===== src/rtl/sdram_cmd_pkg.sv =====
// Constants for the command and address port of a four-bank SDRAM.
// Assumes one clock; inputs are synchronous to it.
package sdram_cmd_pkg;
   // Command codes on {row_n, col_n, write_n}
   localparam logic [2:0] CMD_ACTIVATE = 3'h3;
   localparam logic [2:0] CMD_PRECHARGE = 3'h2;
   localparam logic [2:0] CMD_WRITE = 3'h4;
   localparam logic [2:0] CMD_READ = 3'h5;
   localparam logic [2:0] CMD_MODE = 3'h0;
   localparam logic [2:0] CMD_REFRESH = 3'h1;
   localparam logic [2:0] CMD_STOP = 3'h6;
   localparam logic [2:0] CMD_NOP = 3'h7;
   // Organizations
   localparam logic [1:0] ORG_X4 = 2'h0;
   localparam logic [1:0] ORG_X8 = 2'h1;
   localparam logic [1:0] ORG_X16 = 2'h2;
   // Address field positions
   localparam int PRECHARGE_BIT = 10;
   localparam int ADDR_W = 12;
   localparam int BANKS = 4;
   // Read mask latency in cycles
   localparam int READ_MASK_LAT = 2;
   // Default burst length
   localparam logic [3:0] BURST_LEN_DEF = 4'h4;
   // Reset values
   localparam logic [3:0] OPEN_RST = 4'h0;
   localparam logic [11:0] ADDR_RST = 12'h000;
endpackage


===== src/rtl/sdram_cmd_port.sv =====
// Command and address port of a four-bank SDRAM device.
// Assumes a controller drives inputs synchronous to clk; sys_rst
// stands in for power-on initialization.
// Operation
// - Sample all inputs on rising clock only
// - Clock gate low halts core, enters low power
// - Decode commands only while select is low
// - Deselect ignores commands, bursts keep running
// - Three strobes pick the executed command
// - Activate takes twelve address bits as row
// - x4 column uses bits 0-9 and 11
// - x8 column uses bits 0-9
// - x16 column uses bits 0-8
// - Bit 10 high: autoprecharge bank after burst
// - Bit 10 low: bank stays open after burst
// - Precharge with bit 10 high closes all
// - Bank select picks the addressed bank
// - Read mask high floats data two cycles later
// - Write mask high blocks that word now
`timescale 1ns/1ps
`default_nettype none
module sdram_cmd_port #(
   parameter logic [1:0] ORG = sdram_cmd_pkg::ORG_X4,
   parameter logic [3:0] BURST_LEN = sdram_cmd_pkg::BURST_LEN_DEF
) (
   input wire logic clk,
   input wire logic sys_rst,
   input wire logic clk_gate,
   input wire logic select_n,
   input wire logic row_n,
   input wire logic col_n,
   input wire logic write_n,
   input wire logic [11:0] addr_bus,
   input wire logic [1:0] bank_sel,
   input wire logic data_mask,
   output logic [3:0] bank_open,
   output logic [11:0] row_addr,
   output logic [11:0] col_addr,
   output logic [1:0] burst_bank,
   output logic burst_busy,
   output logic burst_write,
   output logic write_strobe,
   output logic data_oe,
   output logic low_power,
   output logic self_refresh
);
   ////////////////////////////////////////////////////////////////////
   typedef struct packed {
      logic [3:0] open;
      logic [11:0] row;
      logic [11:0] col;
      logic [1:0] bank;
      logic [3:0] left;
      logic busy;
      logic wr;
      logic auto_pre;
      logic wstb;
      logic [1:0] mask_pipe;
      logic oe;
      logic gate_q;
      logic lowp;
      logic sref;
   } state_s;

   state_s cur;
   state_s next_cur;

   function automatic logic [11:0] column_of(input logic [11:0] a);
      unique case (ORG)
         sdram_cmd_pkg::ORG_X4: column_of = {a[11], 1'b0, a[9:0]};
         sdram_cmd_pkg::ORG_X8: column_of = {2'h0, a[9:0]};
         default: column_of = {3'h0, a[8:0]};
      endcase
   endfunction

   logic [2:0] cmd;
   logic decode;
   logic ap;
   assign cmd = {row_n, col_n, write_n};
   assign ap = addr_bus[sdram_cmd_pkg::PRECHARGE_BIT];

   ////////////////////////////////////////////////////////////////////
   always_comb begin
      next_cur = cur;
      decode = cur.gate_q && !select_n;
      next_cur.gate_q = clk_gate;
      next_cur.wstb = 1'b0;
      if (cur.gate_q) begin
         next_cur.lowp = 1'b0;
         next_cur.sref = 1'b0;
         // Mask history runs every cycle that gate_q is high so a read sees fresh samples
         next_cur.mask_pipe = {cur.mask_pipe[0], data_mask};
         // Burst progress continues regardless of select
         if (cur.busy) begin
            next_cur.wstb = cur.wr && !data_mask;
            next_cur.oe = !cur.wr && !cur.mask_pipe[1];
            next_cur.left = cur.left - 4'h1;
            next_cur.col = cur.col + 12'h001;
            if (cur.left == 4'h1) begin
               next_cur.busy = 1'b0;
               next_cur.oe = 1'b0;
               if (cur.auto_pre)
                  next_cur.open[cur.bank] = 1'b0;
            end
         end
         if (decode) begin
            unique case (cmd)
               sdram_cmd_pkg::CMD_ACTIVATE: begin
                  next_cur.row = addr_bus;
                  next_cur.open[bank_sel] = 1'b1;
               end
               sdram_cmd_pkg::CMD_PRECHARGE: begin
                  if (ap)
                     next_cur.open = 4'h0;
                  else
                     next_cur.open[bank_sel] = 1'b0;
               end
               sdram_cmd_pkg::CMD_READ, sdram_cmd_pkg::CMD_WRITE: begin
                  if (cur.open[bank_sel]) begin
                     next_cur.col = column_of(addr_bus);
                     next_cur.bank = bank_sel;
                     // Command edge carries the first beat
                     next_cur.busy = BURST_LEN != 4'h1;
                     next_cur.left = BURST_LEN - 4'h1;
                     next_cur.wr = !write_n;
                     next_cur.auto_pre = ap;
                     next_cur.wstb = !write_n && !data_mask;
                     if (BURST_LEN == 4'h1 && ap)
                        next_cur.open[bank_sel] = 1'b0;
                  end
               end
               sdram_cmd_pkg::CMD_STOP: begin
                  next_cur.busy = 1'b0;
                  next_cur.oe = 1'b0;
               end
               sdram_cmd_pkg::CMD_REFRESH: begin
                  if (!clk_gate && cur.open == 4'h0)
                     next_cur.sref = 1'b1;
               end
               default: begin
               end
            endcase
         end
         if (!clk_gate)
            next_cur.lowp = 1'b1;
      end else begin
         // Internal clock stopped; hold state until gate returns
         next_cur.lowp = !clk_gate || cur.lowp;
         if (clk_gate)
            next_cur.sref = 1'b0;
      end
   end

   always_ff @(posedge clk) begin
      if (sys_rst) begin
         cur <= '0;
         cur.open <= sdram_cmd_pkg::OPEN_RST;
         cur.row <= sdram_cmd_pkg::ADDR_RST;
         cur.col <= sdram_cmd_pkg::ADDR_RST;
      end else begin
         cur <= next_cur;
      end
   end

   assign bank_open = cur.open;
   assign row_addr = cur.row;
   assign col_addr = cur.col;
   assign burst_bank = cur.bank;
   assign burst_busy = cur.busy;
   assign burst_write = cur.wr;
   assign write_strobe = cur.wstb;
   assign data_oe = cur.oe;
   assign low_power = cur.lowp;
   assign self_refresh = cur.sref;

   ////////////////////////////////////////////////////////////////////
   property p_precharge_all;
      @(posedge clk) disable iff (sys_rst)
      (cur.gate_q && !select_n && cmd == sdram_cmd_pkg::CMD_PRECHARGE && ap)
      |=> bank_open == 4'h0;
   endproperty
   a_precharge_all: assert property (p_precharge_all)
      else $error("precharge all left a bank open");

   property p_precharge_one;
      @(posedge clk) disable iff (sys_rst)
      (cur.gate_q && !select_n && cmd == sdram_cmd_pkg::CMD_PRECHARGE && !ap)
      |=> !bank_open[$past(bank_sel)];
   endproperty
   a_precharge_one: assert property (p_precharge_one)
      else $error("single precharge missed the bank");

   property p_activate;
      @(posedge clk) disable iff (sys_rst)
      (cur.gate_q && !select_n && cmd == sdram_cmd_pkg::CMD_ACTIVATE)
      |=> row_addr == $past(addr_bus) && bank_open[$past(bank_sel)];
   endproperty
   a_activate: assert property (p_activate)
      else $error("activate did not capture row");

   property p_deselect;
      @(posedge clk) disable iff (sys_rst)
      (select_n && !cur.busy) |=> $stable(bank_open);
   endproperty
   a_deselect: assert property (p_deselect)
      else $error("deselected command changed banks");

   property p_gate_low;
      @(posedge clk) disable iff (sys_rst)
      (!clk_gate) |=> low_power ##1 $stable(bank_open);
   endproperty
   a_gate_low: assert property (p_gate_low)
      else $error("clock gate low did not halt");

   property p_write_mask;
      @(posedge clk) disable iff (sys_rst)
      (write_strobe) |-> $past(data_mask) == 1'b0 && burst_write;
   endproperty
   a_write_mask: assert property (p_write_mask)
      else $error("masked word was written");

   property p_read_mask;
      @(posedge clk) disable iff (sys_rst)
      (cur.gate_q && data_mask) ##1 cur.gate_q [*2]
      |=> !data_oe;
   endproperty
   a_read_mask: assert property (p_read_mask)
      else $error("read mask did not float data");

   property p_column;
      @(posedge clk) disable iff (sys_rst)
      (cur.gate_q && !select_n && cmd == sdram_cmd_pkg::CMD_READ
       && cur.open[bank_sel])
      |=> col_addr == column_of($past(addr_bus)) && burst_busy;
   endproperty
   a_column: assert property (p_column)
      else $error("column capture wrong");
endmodule // sdram_cmd_port
`default_nettype wire


===== config.mk =====
export PLATFORM = sky130hd
export DESIGN_NAME = sdram_cmd_port
export DESIGN_NICKNAME = d
export VERILOG_FILES = /design/src/rtl/sdram_cmd_pkg.sv /design/src/rtl/sdram_cmd_port.sv
export SDC_FILE = /design/constraint.sdc
export NUM_CORES = 1
export LEC_CHECK = 0
export ABC_AREA = 1
export BUFFER_PORTS_ARGS = -buffer_cell sky130_fd_sc_hd__buf_2
export CAP_MARGIN = 20
export CORE_MARGIN = 1
export CORE_UTILIZATION = 28
export CTS_CLUSTER_DIAMETER = 200
export DETAILED_ROUTE_END_ITERATION = 12
export GPL_ROUTABILITY_DRIVEN = 0
export PLACE_DENSITY = 0.56
export RECOVER_POWER = 25
export SYNTH_ARGS = -nofsm -noshare
export SYNTH_HDL_FRONTEND = slang
export SYNTH_SLANG_ARGS = --single-unit

===== constraint.sdc =====
create_clock -name clk -period 1.8 [get_ports clk]
set_input_delay 0.18 -clock clk [delete_from_list [all_inputs] [get_ports clk]]
set_output_delay 0.18 -clock clk [all_outputs]
set_load 0.02 [all_outputs]

### Yosys cells after proc, flatten, opt, wreduce, memory -nomap -nowiden

Index checks and enable logic that the tools add are counted.

| word-level totals | value |
|---|---|
| register bits | 44 |
| input port bits | 22 |
| output and inout port bits | 36 |
| word-level logic and storage cells | 85 |

| cells by class | value |
|---|---|
| $add $sub $neg | 2 |
| magnitude comparators | 4 |
| equal/unequal tests | 7 |
| muxes and demuxes | 32 |
| bitwise logic cells | 6 |
| reductions and logical operators | 20 |

Operators by type and width:

| cell | number |
|---|---|
| 2-to-1 mux 38 bit | 1 |
| 2-to-1 mux 12 bit | 2 |
| 2-to-1 mux 22 bit | 1 |
| 2-to-1 mux 4 bit | 5 |
| 2-to-1 mux 18 bit | 1 |
| 2-to-1 mux 1 bit | 14 |
| adder 12 x 1 -> 12 bit, second input constant | 1 |
| == test 3 bit, second input constant | 3 |
| bitwise AND 4 bit | 2 |
| inverter 4 bit | 2 |
| case mux 4 bit (2 select lines) | 1 |
| logical AND 1 bit | 7 |
| == test 3 x 2 -> 1 bit, second input constant | 2 |
| logical NOT 1 bit | 6 |
| < comparator 2 x 3 -> 1 bit, second input constant | 2 |
| 2-to-1 mux 5 bit | 1 |
| demux 1 bit (select 2 bit) | 2 |
| == test 4 x 1 -> 1 bit, second input constant | 1 |
| >= comparator 2 x 1 -> 1 bit, second input constant | 2 |
| logical NOT 4 bit | 1 |
| bitwise OR 4 bit | 1 |
| AND reduction 4 bit | 1 |
| OR reduction 2 bit | 2 |
| subtractor 4 x 1 -> 4 bit, second input constant | 1 |
| other kinds (9) | 9 |

### Logic depth before layout (Yosys ltp)

Gate-level depths: netlist of run 1.

| logic depth | value |
|---|---|
| depth after elaboration | 14 |
| depth in mapped cells | 10 |
| gate-level depth less buffers | 9 |

### Worst setup path before layout of run 1

No wires, ideal clock.

| path | value |
|---|---|
| path type | register to register |
| start | register cur (netlist bit burst_busy) |
| end | register cur (netlist bit col_addr[11]) |
| library setup time | 0.112 ns |
| arrival | 1.359 ns |
| required time | 1.688 ns |
| path slack | 0.329 ns |
| cell stages (with the launch flop) | 11 |
| buffers on the path | 1 |
| clock period less this slack | 1.471 ns |
| cells stage by stage | dfxtp_1 > buf_2 > nand2_1 > nor2_1 > nand2_1 > inv_1 > nand2_1 > nand2_1 > nand3_1 > nand2_1 > nand2_1 |

| on the way | value |
|---|---|
| word-level cells in the longest chain between the ends | 4 |

RTL lines:

| what | line | text |
|---|---|---|
| start, declared | sdram_cmd_port.sv:65 | `state_s cur;` |
| start signal, assigned | sdram_cmd_port.sv:161 | `cur <= next_cur;` |
| 2-to-1 mux 12 bit * | sdram_cmd_port.sv:94 | `if (cur.busy) begin` |
| 2-to-1 mux 22 bit | sdram_cmd_port.sv:119 | `if (cur.open[bank_sel]) begin` |
| 2-to-1 mux 18 bit | sdram_cmd_port.sv:107 | `unique case (cmd)` |
| 2-to-1 mux 38 bit * | sdram_cmd_port.sv:106 | `if (decode) begin` |

Mark *: on every way between the ends. The rest lies on a longest branch, timed or not.
A chain may end at the register's enable or synchronous reset.

### Worst setup path after layout of run 1

| path | value |
|---|---|
| start | register cur (netlist bit col_addr[1]) |
| end | register cur (netlist bit col_addr[10]) |

| on the way | value |
|---|---|
| word-level cells in the longest chain between the ends | 5 |

RTL lines:

| what | line | text |
|---|---|---|
| adder 12 x 1 -> 12 bit * | sdram_cmd_port.sv:98 | `next_cur.col = cur.col + 12'h001;` |
| 2-to-1 mux 12 bit * | sdram_cmd_port.sv:94 |  |
| 2-to-1 mux 22 bit | sdram_cmd_port.sv:119 |  |
| 2-to-1 mux 18 bit | sdram_cmd_port.sv:107 |  |
| 2-to-1 mux 38 bit * | sdram_cmd_port.sv:106 |  |

Marked as above.

==> impl_metrics.csv, run 1 <==
group,metric,value,unit
timing,slew_violations,0,
synth,ys_top_cells_by_area,"dfxtp_1, nand2_1, buf_4",
worst_setup_path,r2r_setup_slack,0.22,ns
global_routing,grt_overflow,0,
global_routing,antenna_found_initial,0,
timing,fin_setup_tns,0,ns
timing,tightest_slew,0.497,ns
cts,cts_tree,"yes",
cts,postCtsSetupBuffers,0,
worst_setup_path,r2r_start,"col_addr[1]",
synth,synth_cell_types,32,
timing,fin_crit_sh,0.875,
cts,ctsHoldBuffers,0,
floorplanning,fp.dieW,94.8,µm
worst_setup_path,path_class,"reg -> reg",
pwr,ir_drop,0.270,mV
timing,rsz0062_at_grt,"no",
floorplanning,core,8260,µm²
synth,yosys.area.top_type,"dfxtp_1",
global_routing,grt_pass1_wl,9.62,mm
timing,layout_min_cycle_time,1.58,ns
routing,drcViolationCount,0,
routing,wirelength,6.00,mm
cts,htree_levels,2,
worst_setup_path,r2r_end,"col_addr[10]",
worst_setup_path,cp_max_fo,5,
finish,drive_gt1_frac,0.152,
finish,design_area,2670,µm²
place,dp_cells,487,
worst_hold_path,holdPathStages,2,
synth,synth_edf_count,0,
timing,skew,0.00613,ns
global_routing,grt_max_degree,26,
synth,syn_inst,358,
timing,relSlewSlack,0.668,
place,hpwlAfterDp,4.67,mm
worst_hold_path,min_to,"low_power",
cts,cts.clk_slew.worst_paths,0.08,ns
routing,vias_per_cell,4.38,
status,outcome,"finished clean",
worst_setup_path,crit_required,2.01,ns
finish,num_antenna_cells,0,
cts,post_cts_resized,0,
global_routing,grt_pass1_vias,1976,
worst_hold_path,min-delay-start,"clk_gate",
finish,fin_cells,494,
synth,ys_ff_latch,44,
place,dpl_cell_area,2610,µm²
synth,synth-main-ff-cell,"dfxtp_1",
finish,mostFrequentLayoutCell,"nand2_1",
job,maxCapViolCount,0,
cts,clock_latency,0.29,ns
finish,layout.nets,414,
floorplanning,die_height,94.8,µm
floorplanning,dieArea,8980,µm²
timing,setup_viol,0,
worst_setup_path,reg2regPathDepth,8,
place,port_buffers,57,
cts,cts_root_buffer,"clkbuf_8",
worst_hold_path,hold_class,"in -> reg",
cts,cts_buffer_depth,2,
finish,syn_to_final_growth,10.7,%
pwr,power_leakage,1.28,nW
synth,syn_area_per_cell,6.73,µm²
cts,cts.sinks,44,
cts,numCtsBuffers,5,
timing,max_freq,0.635,GHz
synth,async_flop_share,0,
floorplanning,num_io_pins,58,
routing,drt_iter0_markers,75,
finish,final_cell_mix,"nand2_1, dfxtp_1, inv_1, nor2_1, buf_2",
worst_setup_path,crit_arrival,1.79,ns
synth,syn-cell-area,2410,µm²
worst_setup_path,critPathLaunchType,"register",
pwr,pwr_density_cell,649,nW/µm²
finish,fillers,952,
floorplanning,rows,33,
routing,ant_nets,0,
floorplanning,start_util,0.292,
synth,syn_nets,383,
synth,synth_warnings,0,
timing,finalHoldViolations,0,
global_routing,grtUsageTotal,0.139,
routing,drt-wirelength-per-cell,12.1,µm
synth,synth.top_cell.area_share,0.366,
routing,dr.pass1.iters,4,
worst_setup_path,end_kind,"register",
synth,synth_seq_area_share,0.366,
routing,vias,2162,
-- flip-flops by register name (all words and copies together) (netlist names) --
name,flops
burst_busy,1
bank_open,4
col_addr,12
burst_bank,2
low_power,1
self_refresh,1
row_addr,12
data_oe,1
cur,8
write_strobe,1
burst_write,1
-- cell families (layout without fill, tap and decap cells) --
logic type	count (synthesis)	count (layout)	share of synthesized area
AO/OA/AOI/OAI	48	48	0.105
adder cells (fa/ha/maj)	3	3	0.0156
buffers and inverters	81	112	0.179
XOR/XNOR	7	7	0.0254
flip-flops	44	44	0.366
AND/OR/NAND/NOR	175	175	0.309
-- critical path: stages, from the launching register on --
cell,delay [ns]
dfxtp_1,0.44
ha_1,0.24
nand2_1,0.06
nor2_1,0.12
nand3_1,0.17
nor2_2,0.15
nand2_1,0.09
nand2_1,0.06
nor3b_1,0.17
-- Yosys cell counts (all sizes together), types with 3 or more instances --
library cell / number
buf: 36
a21oi: 14
ha: 3
inv: 42
o21ai: 28
nor2: 43
nand2: 92
clkbuf: 3
nand3: 26
nor3: 5
nand4: 3
dfxtp: 44
xor2: 5
-- layer usage --
| layer | track usage | up-vias | part of all wire |
|---|---|---|---|
| met5 | 0 | - | 0 |
| met4 | 0.0341 | 0 | 0.0048 |
| met3 | 0.0314 | 2 | 0.052 |
| met2 | 0.227 | 50 | 0.46 |
| met1 | 0.185 | 952 | 0.49 |
| li1 | - | 1158 | - |
-- through the flow --
stage / power (mW) / setup slack (ns) / util / hold WS (ns)
6_report: 1.73 / 0.225 / 0.323 / 0.0804
5_1_grt: 1.82 / 0.000933 / 0.323 / 0.0793
4_1_cts: 1.76 / 0.156 / 0.325 / 0.0668
3_5_place_dp: 1.16 / 0.191 / 0.316 / 0.390
3_3_place_gp: 1.16 / 0.257 / 0.316 / 0.384
2_1_floorplan: 1.10 / 0.329 / - / 0.276
-- worst max path at each step --
stage,startpoint,end,slack [ns]
3_3_place_gp,cur[2],col_addr[5],0.26
3_5_place_dp,cur[2],col_addr[6],0.19
5_1_grt,col_addr[1],col_addr[10],0.0009
2_1_floorplan,burst_busy,col_addr[11],0.33
4_1_cts,cur[2],col_addr[0],0.16
6_report,col_addr[1],col_addr[10],0.22
-- power by group --
part	internal (mW)	leakage, nW	switching, mW
registers	0.984	0.356	0.00851
logic	0.0465	0.885	0.0964
clock network	0.265	0.0410	0.331
-- cell type report --
cell class | instances | area [µm²] | area share
flip-flops and latches | 44 | 882 | 0.331
inverters | 42 | 158 | 0.0591
clock inverters | 1 | 5.00 | 0.00188
clock buffers | 6 | 72.6 | 0.0272
multi-input cells | 233 | 1100 | 0.412
well taps | 105 | 131 | 0.0492
repair buffers | 63 | 320 | 0.120
Note: power is estimated with default switching activity, not from simulation.
==> inputs of run 2 (changes only) <==
==> constraint.sdc (replaced) <==
create_clock -name clk -period 1.8 [get_ports clk]
set_input_delay 0.09 -clock clk [delete_from_list [all_inputs] [get_ports clk]]
set_output_delay 0.09 -clock clk [all_outputs]
set_load 0.02 [all_outputs]
==> run 2 against run 1 <==
  * Flip-flop and latch count stayed put
  * Global-route usage is essentially flat
  * Utilization rose by 0.11 points
  * Design area grew 0.33%
  * Total power grew 0.14%
  * Combinational power is essentially flat
  * Worst setup slack is essentially flat
  * Via count about the same
  * Register-to-register slack barely moved
  * Sequential share of layout area down 0.11 points
  * Clock skew about the same
  * Clock power about the same
  * Critical path type unchanged
==> impl_metrics.csv, run 2 (synthesis results as in run 1) <==
group,metric,value,unit
floorplanning,num_io_pins,58,
worst_hold_path,hold_class,"in -> reg",
worst_setup_path,max_stage_delay,0.44,ns
job,maxCapViolCount,0,
cts,cts.sinks,44,
timing,setup_viol,0,
pwr,combPwrFrac,0.084,
cts,clock_latency,0.29,ns
status,outcome,"finished clean",
worst_setup_path,path_class,"reg -> reg",
routing,ant_nets,0,
worst_setup_path,cp_slowest_cell,"dfxtp_1",
timing,layout_min_cycle_time,1.58,ns
floorplanning,dieArea,8980,µm²
worst_setup_path,r2r_end,"col_addr[10]",
finish,syn_to_final_growth,11.1,%
place,port_buffers,57,
place,hpwlAfterDp,4.67,mm
pwr,total_power,1.73,mW
timing,slew_violations,0,
timing,skew,0.00612,ns
timing,finalHoldViolations,0,
cts,numCtsBuffers,5,
worst_setup_path,cp_top_family,"simple AND/OR/NAND/NOR gates",
worst_setup_path,cp-startpoint,"col_addr[1]",
worst_setup_path,critPathLaunchType,"register",
pwr,ir_drop,0.271,mV
floorplanning,fp.dieW,94.8,µm
floorplanning,core,8260,µm²
worst_setup_path,cp_max_fo,5,
pwr,p_switching,0.437,mW
cts,cts.clk_slew.worst_paths,0.08,ns
worst_setup_path,crit_buf_inv,0,
global_routing,grt_max_degree,26,
global_routing,grt_overflow,0,
finish,fillers,943,
routing,vias,2161,
routing,wirelength,6.01,mm
cts,postCtsSetupBuffers,0,
global_routing,grt_pass1_vias,1977,
timing,fin_crit_sh,0.875,
finish,drive_gt1_frac,0.149,
worst_setup_path,cp_common_cell,"nand2_1",
cts,cts_root_buffer,"clkbuf_8",
finish,num_antenna_cells,0,
floorplanning,start_util,0.292,
cts,cts_buffer_depth,2,
worst_setup_path,crit_required,2.01,ns
worst_setup_path,r2r_start,"col_addr[1]",
worst_setup_path,endpoint,"col_addr[10]",
pwr,p_int,1.30,mW
timing,max_freq,0.635,GHz
finish,mostFrequentLayoutCell,"nand2_1",
routing,dr.pass1.iters,4,
floorplanning,rows,33,
worst_setup_path,r2r_setup_slack,0.22,ns
routing,drt_iter0_markers,81,
routing,drcViolationCount,0,
timing,relSlewSlack,0.700,
global_routing,grt_pass1_wl,9.60,mm
global_routing,grtUsageTotal,0.139,
routing,drt-wirelength-per-cell,12.1,µm
cts,cts_tree,"yes",
pwr,pwr_density_cell,648,nW/µm²
worst_setup_path,crit_arrival,1.79,ns
global_routing,antenna_found_initial,0,
pwr,seqPwrFrac,0.573,
finish,layout.nets,415,
timing,tightest_slew,0.450,ns
pwr,swShare,0.252,
routing,vias_per_cell,4.37,
cts,htree_levels,2,
timing,rsz0062_at_grt,"no",
floorplanning,die_height,94.8,µm
finish,final_cell_mix,"nand2_1, dfxtp_1, inv_1, nor2_1, buf_2",
worst_setup_path,reg2regPathDepth,8,
worst_setup_path,path_depth,8,
worst_setup_path,end_kind,"register",
pwr,power_leakage,1.28,nW
timing,fin_setup_tns,0,ns
worst_setup_path,path_cells,"ha_1 > nand2_1 > nor2_1 > nand3_1 > nor2_2 > nand2_1 > nand2_1 > nor3b_1",
pwr,power.share.clock,0.344,
[run 2: cell count changes in the layout (fill, tap and decap cells not counted), sizes merged]
cell,previous run,this run
buf,45,44
clkbuf,24,25
dlygate4sd3,0,1
[run 2: layer usage]
metal | vias up | part of all wire | wire, µm | track usage
met4 | 0 | 0.0048 | 29 | 0.0341
met2 | 49 | 0.45 | 2700 | 0.227
met3 | 2 | 0.048 | 291 | 0.0314
li1 | 1160 | - | - | -
met5 | - | 0 | 0 | 0
met1 | 950 | 0.50 | 2990 | 0.185
[run 2: tightest hold or removal path, delay by kind of cell]
| kind | cells | cell delay, ns |
|---|---|---|
| buffers and inverters | 2 | 0.11 |
| AO/OA/AOI/OAI | 1 | 0.11 |
[run 2: worst min-delay path by stage]
stage	start	end	slack (ns)	cells past startpoint
2_1_floorplan	clk_gate	low_power	0.19	1
3_3_place_gp	clk_gate	low_power	0.29	2
3_5_place_dp	clk_gate	low_power	0.30	2
4_1_cts	addr_bus[2]	row_addr[2]	0.06	3
5_1_grt	addr_bus[0]	row_addr[0]	0.06	3
6_report	addr_bus[2]	row_addr[2]	0.06	3
[run 2: final cells by class]
class / count / area (µm²) / share of cell area
timing repair buffer: 64 / 329 / 0.123
multi-input combinational: 233 / 1100 / 0.411
clock inverter: 1 / 5.00 / 0.00187
tap: 105 / 131 / 0.0491
clock buffer: 6 / 72.6 / 0.0271
inverter: 42 / 158 / 0.0589
sequential: 44 / 882 / 0.329
[run 2: per-stage QoR]
step,hold WS (ns),cells,instance area (µm²),util,setup slack [ns]
floorplan,0.186,358,2410,-,0.329
global placement,0.294,487,2610,0.316,0.257
detailed placement,0.300,487,2610,0.316,0.191
CTS,0.0564,495,2700,0.327,0.156
global route,0.0601,495,2680,0.324,0.000933
finish,0.0621,495,2680,0.324,0.225
[run 2: repair_timing]
action / in CTS / in global routing
endpoints found under the hold margin: 1 / 0
hold buffers: 1 / 0
gates resized for setup: 0 / 2
endpoints found under the setup margin: 0 / 5
[run 2: power groups by stage]
stage	combinational (mW)	clock (mW)	sequential, mW
after floorplan	0.0831	0	1.02
after global placement	0.145	0	1.02
after detailed placement	0.145	0	1.02
after CTS	0.147	0.621	0.993
after global routing	0.162	0.663	0.995
final	0.145	0.596	0.993
==> inputs of run 3 (changes only) <==
- CORE_ASPECT_RATIO: unset -> 1.1
==> run 3 against run 2 <==
  * Final cell count grew 1.6%
  * Clock power is 27% higher
  * Clock skew rose by 0.0039 ns
  * Register-to-register slack hardly changed
  * Critical path type unchanged
==> impl_metrics.csv, run 3 (synthesis results as in run 1) <==
group,metric,value,unit
status,outcome,"finished clean",
floorplanning,dieArea,8980,µm²
job,maxCapViolCount,0,
cts,clock_latency,0.30,ns
worst_setup_path,path_class,"reg -> reg",
cts,numCtsBuffers,5,
global_routing,grt_overflow,0,
worst_hold_path,hold_class,"in -> reg",
routing,drt-wirelength-per-cell,12.0,µm
worst_setup_path,crit_arrival,1.76,ns
timing,finalHoldViolations,0,
global_routing,grt_max_degree,31,
floorplanning,rows,35,
global_routing,antenna_found_initial,0,
global_routing,grtUsageTotal,0.140,
global_routing,grt_pass1_vias,2036,
finish,final_cell_mix,"nand2_1, dfxtp_1, nor2_1",
worst_setup_path,cp_max_fo,30,
worst_setup_path,cp_slowest_cell,"dfxtp_1",
worst_setup_path,path_cells,"inv_2 > nor2_4 > nand2_1 > nor2_2 > nand2_1 > buf_4 > inv_1 > nand2_1 > nand3_1 > nand2_1",
worst_setup_path,critPathLaunchType,"register",
worst_hold_path,holdPathStages,4,
pwr,power_leakage,1.30,nW
cts,cts_tree,"yes",
finish,fillers,910,
place,port_buffers,57,
routing,wirelength,6.02,mm
timing,fin_crit_sh,0.871,
timing,skew,0.0100,ns
worst_setup_path,max_stage_delay,0.42,ns
routing,drcViolationCount,0,
finish,mostFrequentLayoutCell,"nand2_1",
routing,dr.pass1.iters,4,
timing,tightest_slew,0.472,ns
routing,vias_per_cell,4.41,
cts,cts.sinks,44,
cts,cts_root_buffer,"clkbuf_8",
worst_setup_path,cp_common_cell,"nand2_1",
pwr,ir_drop,0.262,mV
cts,cts_buffer_depth,2,
pwr,pwr_density_cell,699,nW/µm²
timing,slew_violations,0,
floorplanning,core,8360,µm²
routing,vias,2218,
floorplanning,die_height,99.3,µm
finish,fin_cells,503,
timing,layout_min_cycle_time,1.57,ns
cts,htree_levels,2,
routing,drt_iter0_markers,79,
global_routing,busiest_layer,"met2",
timing,rsz0062_at_grt,"no",
worst_setup_path,end_kind,"register",
cts,cts.clk_slew.worst_paths,0.09,ns
floorplanning,num_io_pins,58,
finish,drive_gt1_frac,0.153,
timing,max_freq,0.638,GHz
worst_setup_path,crit_required,2.00,ns
global_routing,met3_usage,0.0291,
timing,relSlewSlack,0.685,
place,dp_cells,494,
floorplanning,fp.dieW,90.5,µm
worst_setup_path,reg2regPathDepth,10,
timing,fin_setup_tns,0,ns
place,hpwlAfterDp,4.64,mm
global_routing,grt_pass1_wl,9.93,mm
finish,syn_to_final_growth,12.4,%
routing,ant_nets,0,
timing,setup_viol,0,
global_routing,use_met2,0.241,
cts,post_cts_resized,0,
finish,num_antenna_cells,0,
floorplanning,start_util,0.288,
global_routing,use_met1,0.172,
finish,layout.nets,416,
[run 3: changes by cell type in the layout (fill, tap and decap cells not counted), sizes merged]
cell    change
clkbuf      -2
buf         +3
bufinv      +1
[run 3: timing repair]
item,CTS,global route
endpoints found under the hold margin,1,0
hold buffers,1,0
setup buffers,0,0
endpoints found under the setup margin,0,0
[run 3: worst max-delay path: cells and delay by family, from the launching register on]
kind	cells	cell delay, ns
AND/OR/NAND/NOR	7	0.52
buffers and inverters	3	0.51
flip-flops	1	0.42
[run 3: layout make-up]
type	instances	area, µm²	share of cell area
Multi-Input combinational cell	233	1100	0.405
Sequential cell	44	881	0.325
Timing Repair Buffer	65	327	0.121
Inverter	42	158	0.0582
Tap cell	111	139	0.0513
Clock buffer	6	72.6	0.0268
Clock inverter	2	35.0	0.0129
[run 3: report_power, final]
| part | internal [mW] | switching (mW) | total (mW) |
|---|---|---|---|
| registers | 0.984 | 0.00790 | 0.992 |
| clock network | 0.412 | 0.344 | 0.756 |
| logic | 0.0479 | 0.0973 | 0.145 |
| total | 1.44 | 0.449 | 1.89 |
[run 3: worst paths after layout]
check | from | slack, ns | to
setup / recovery | cur[2] | 0.23 | col_addr[1]
hold / removal | data_mask | 0.04 | write_strobe
setup reg to reg | cur[2] | 0.23 | col_addr[1]
hold reg to reg | cur[5] | 0.47 | cur[5]
[run 3: per-stage QoR]
step           utilization  cell area (µm²)  setup slack [ns]  hold slack [ns]  power, mW
2_1_floorplan            -             2410             0.329            0.186       1.10
3_3_place_gp         0.312             2610             0.288            0.296       1.16
3_5_place_dp         0.312             2610             0.238            0.293       1.16
4_1_cts              0.326             2730             0.216           0.0420       1.91
5_1_grt              0.324             2710            0.0557           0.0527       1.98
6_report             0.324             2710             0.232           0.0433       1.89
[run 3: layer usage]
metal  share of wire  up-vias  wire length, µm
met5               0        -                0
met4           0.016        0               96
met3           0.056        8              337
met2            0.45       65             2690
met1            0.48      984             2900
li1                -     1161                -
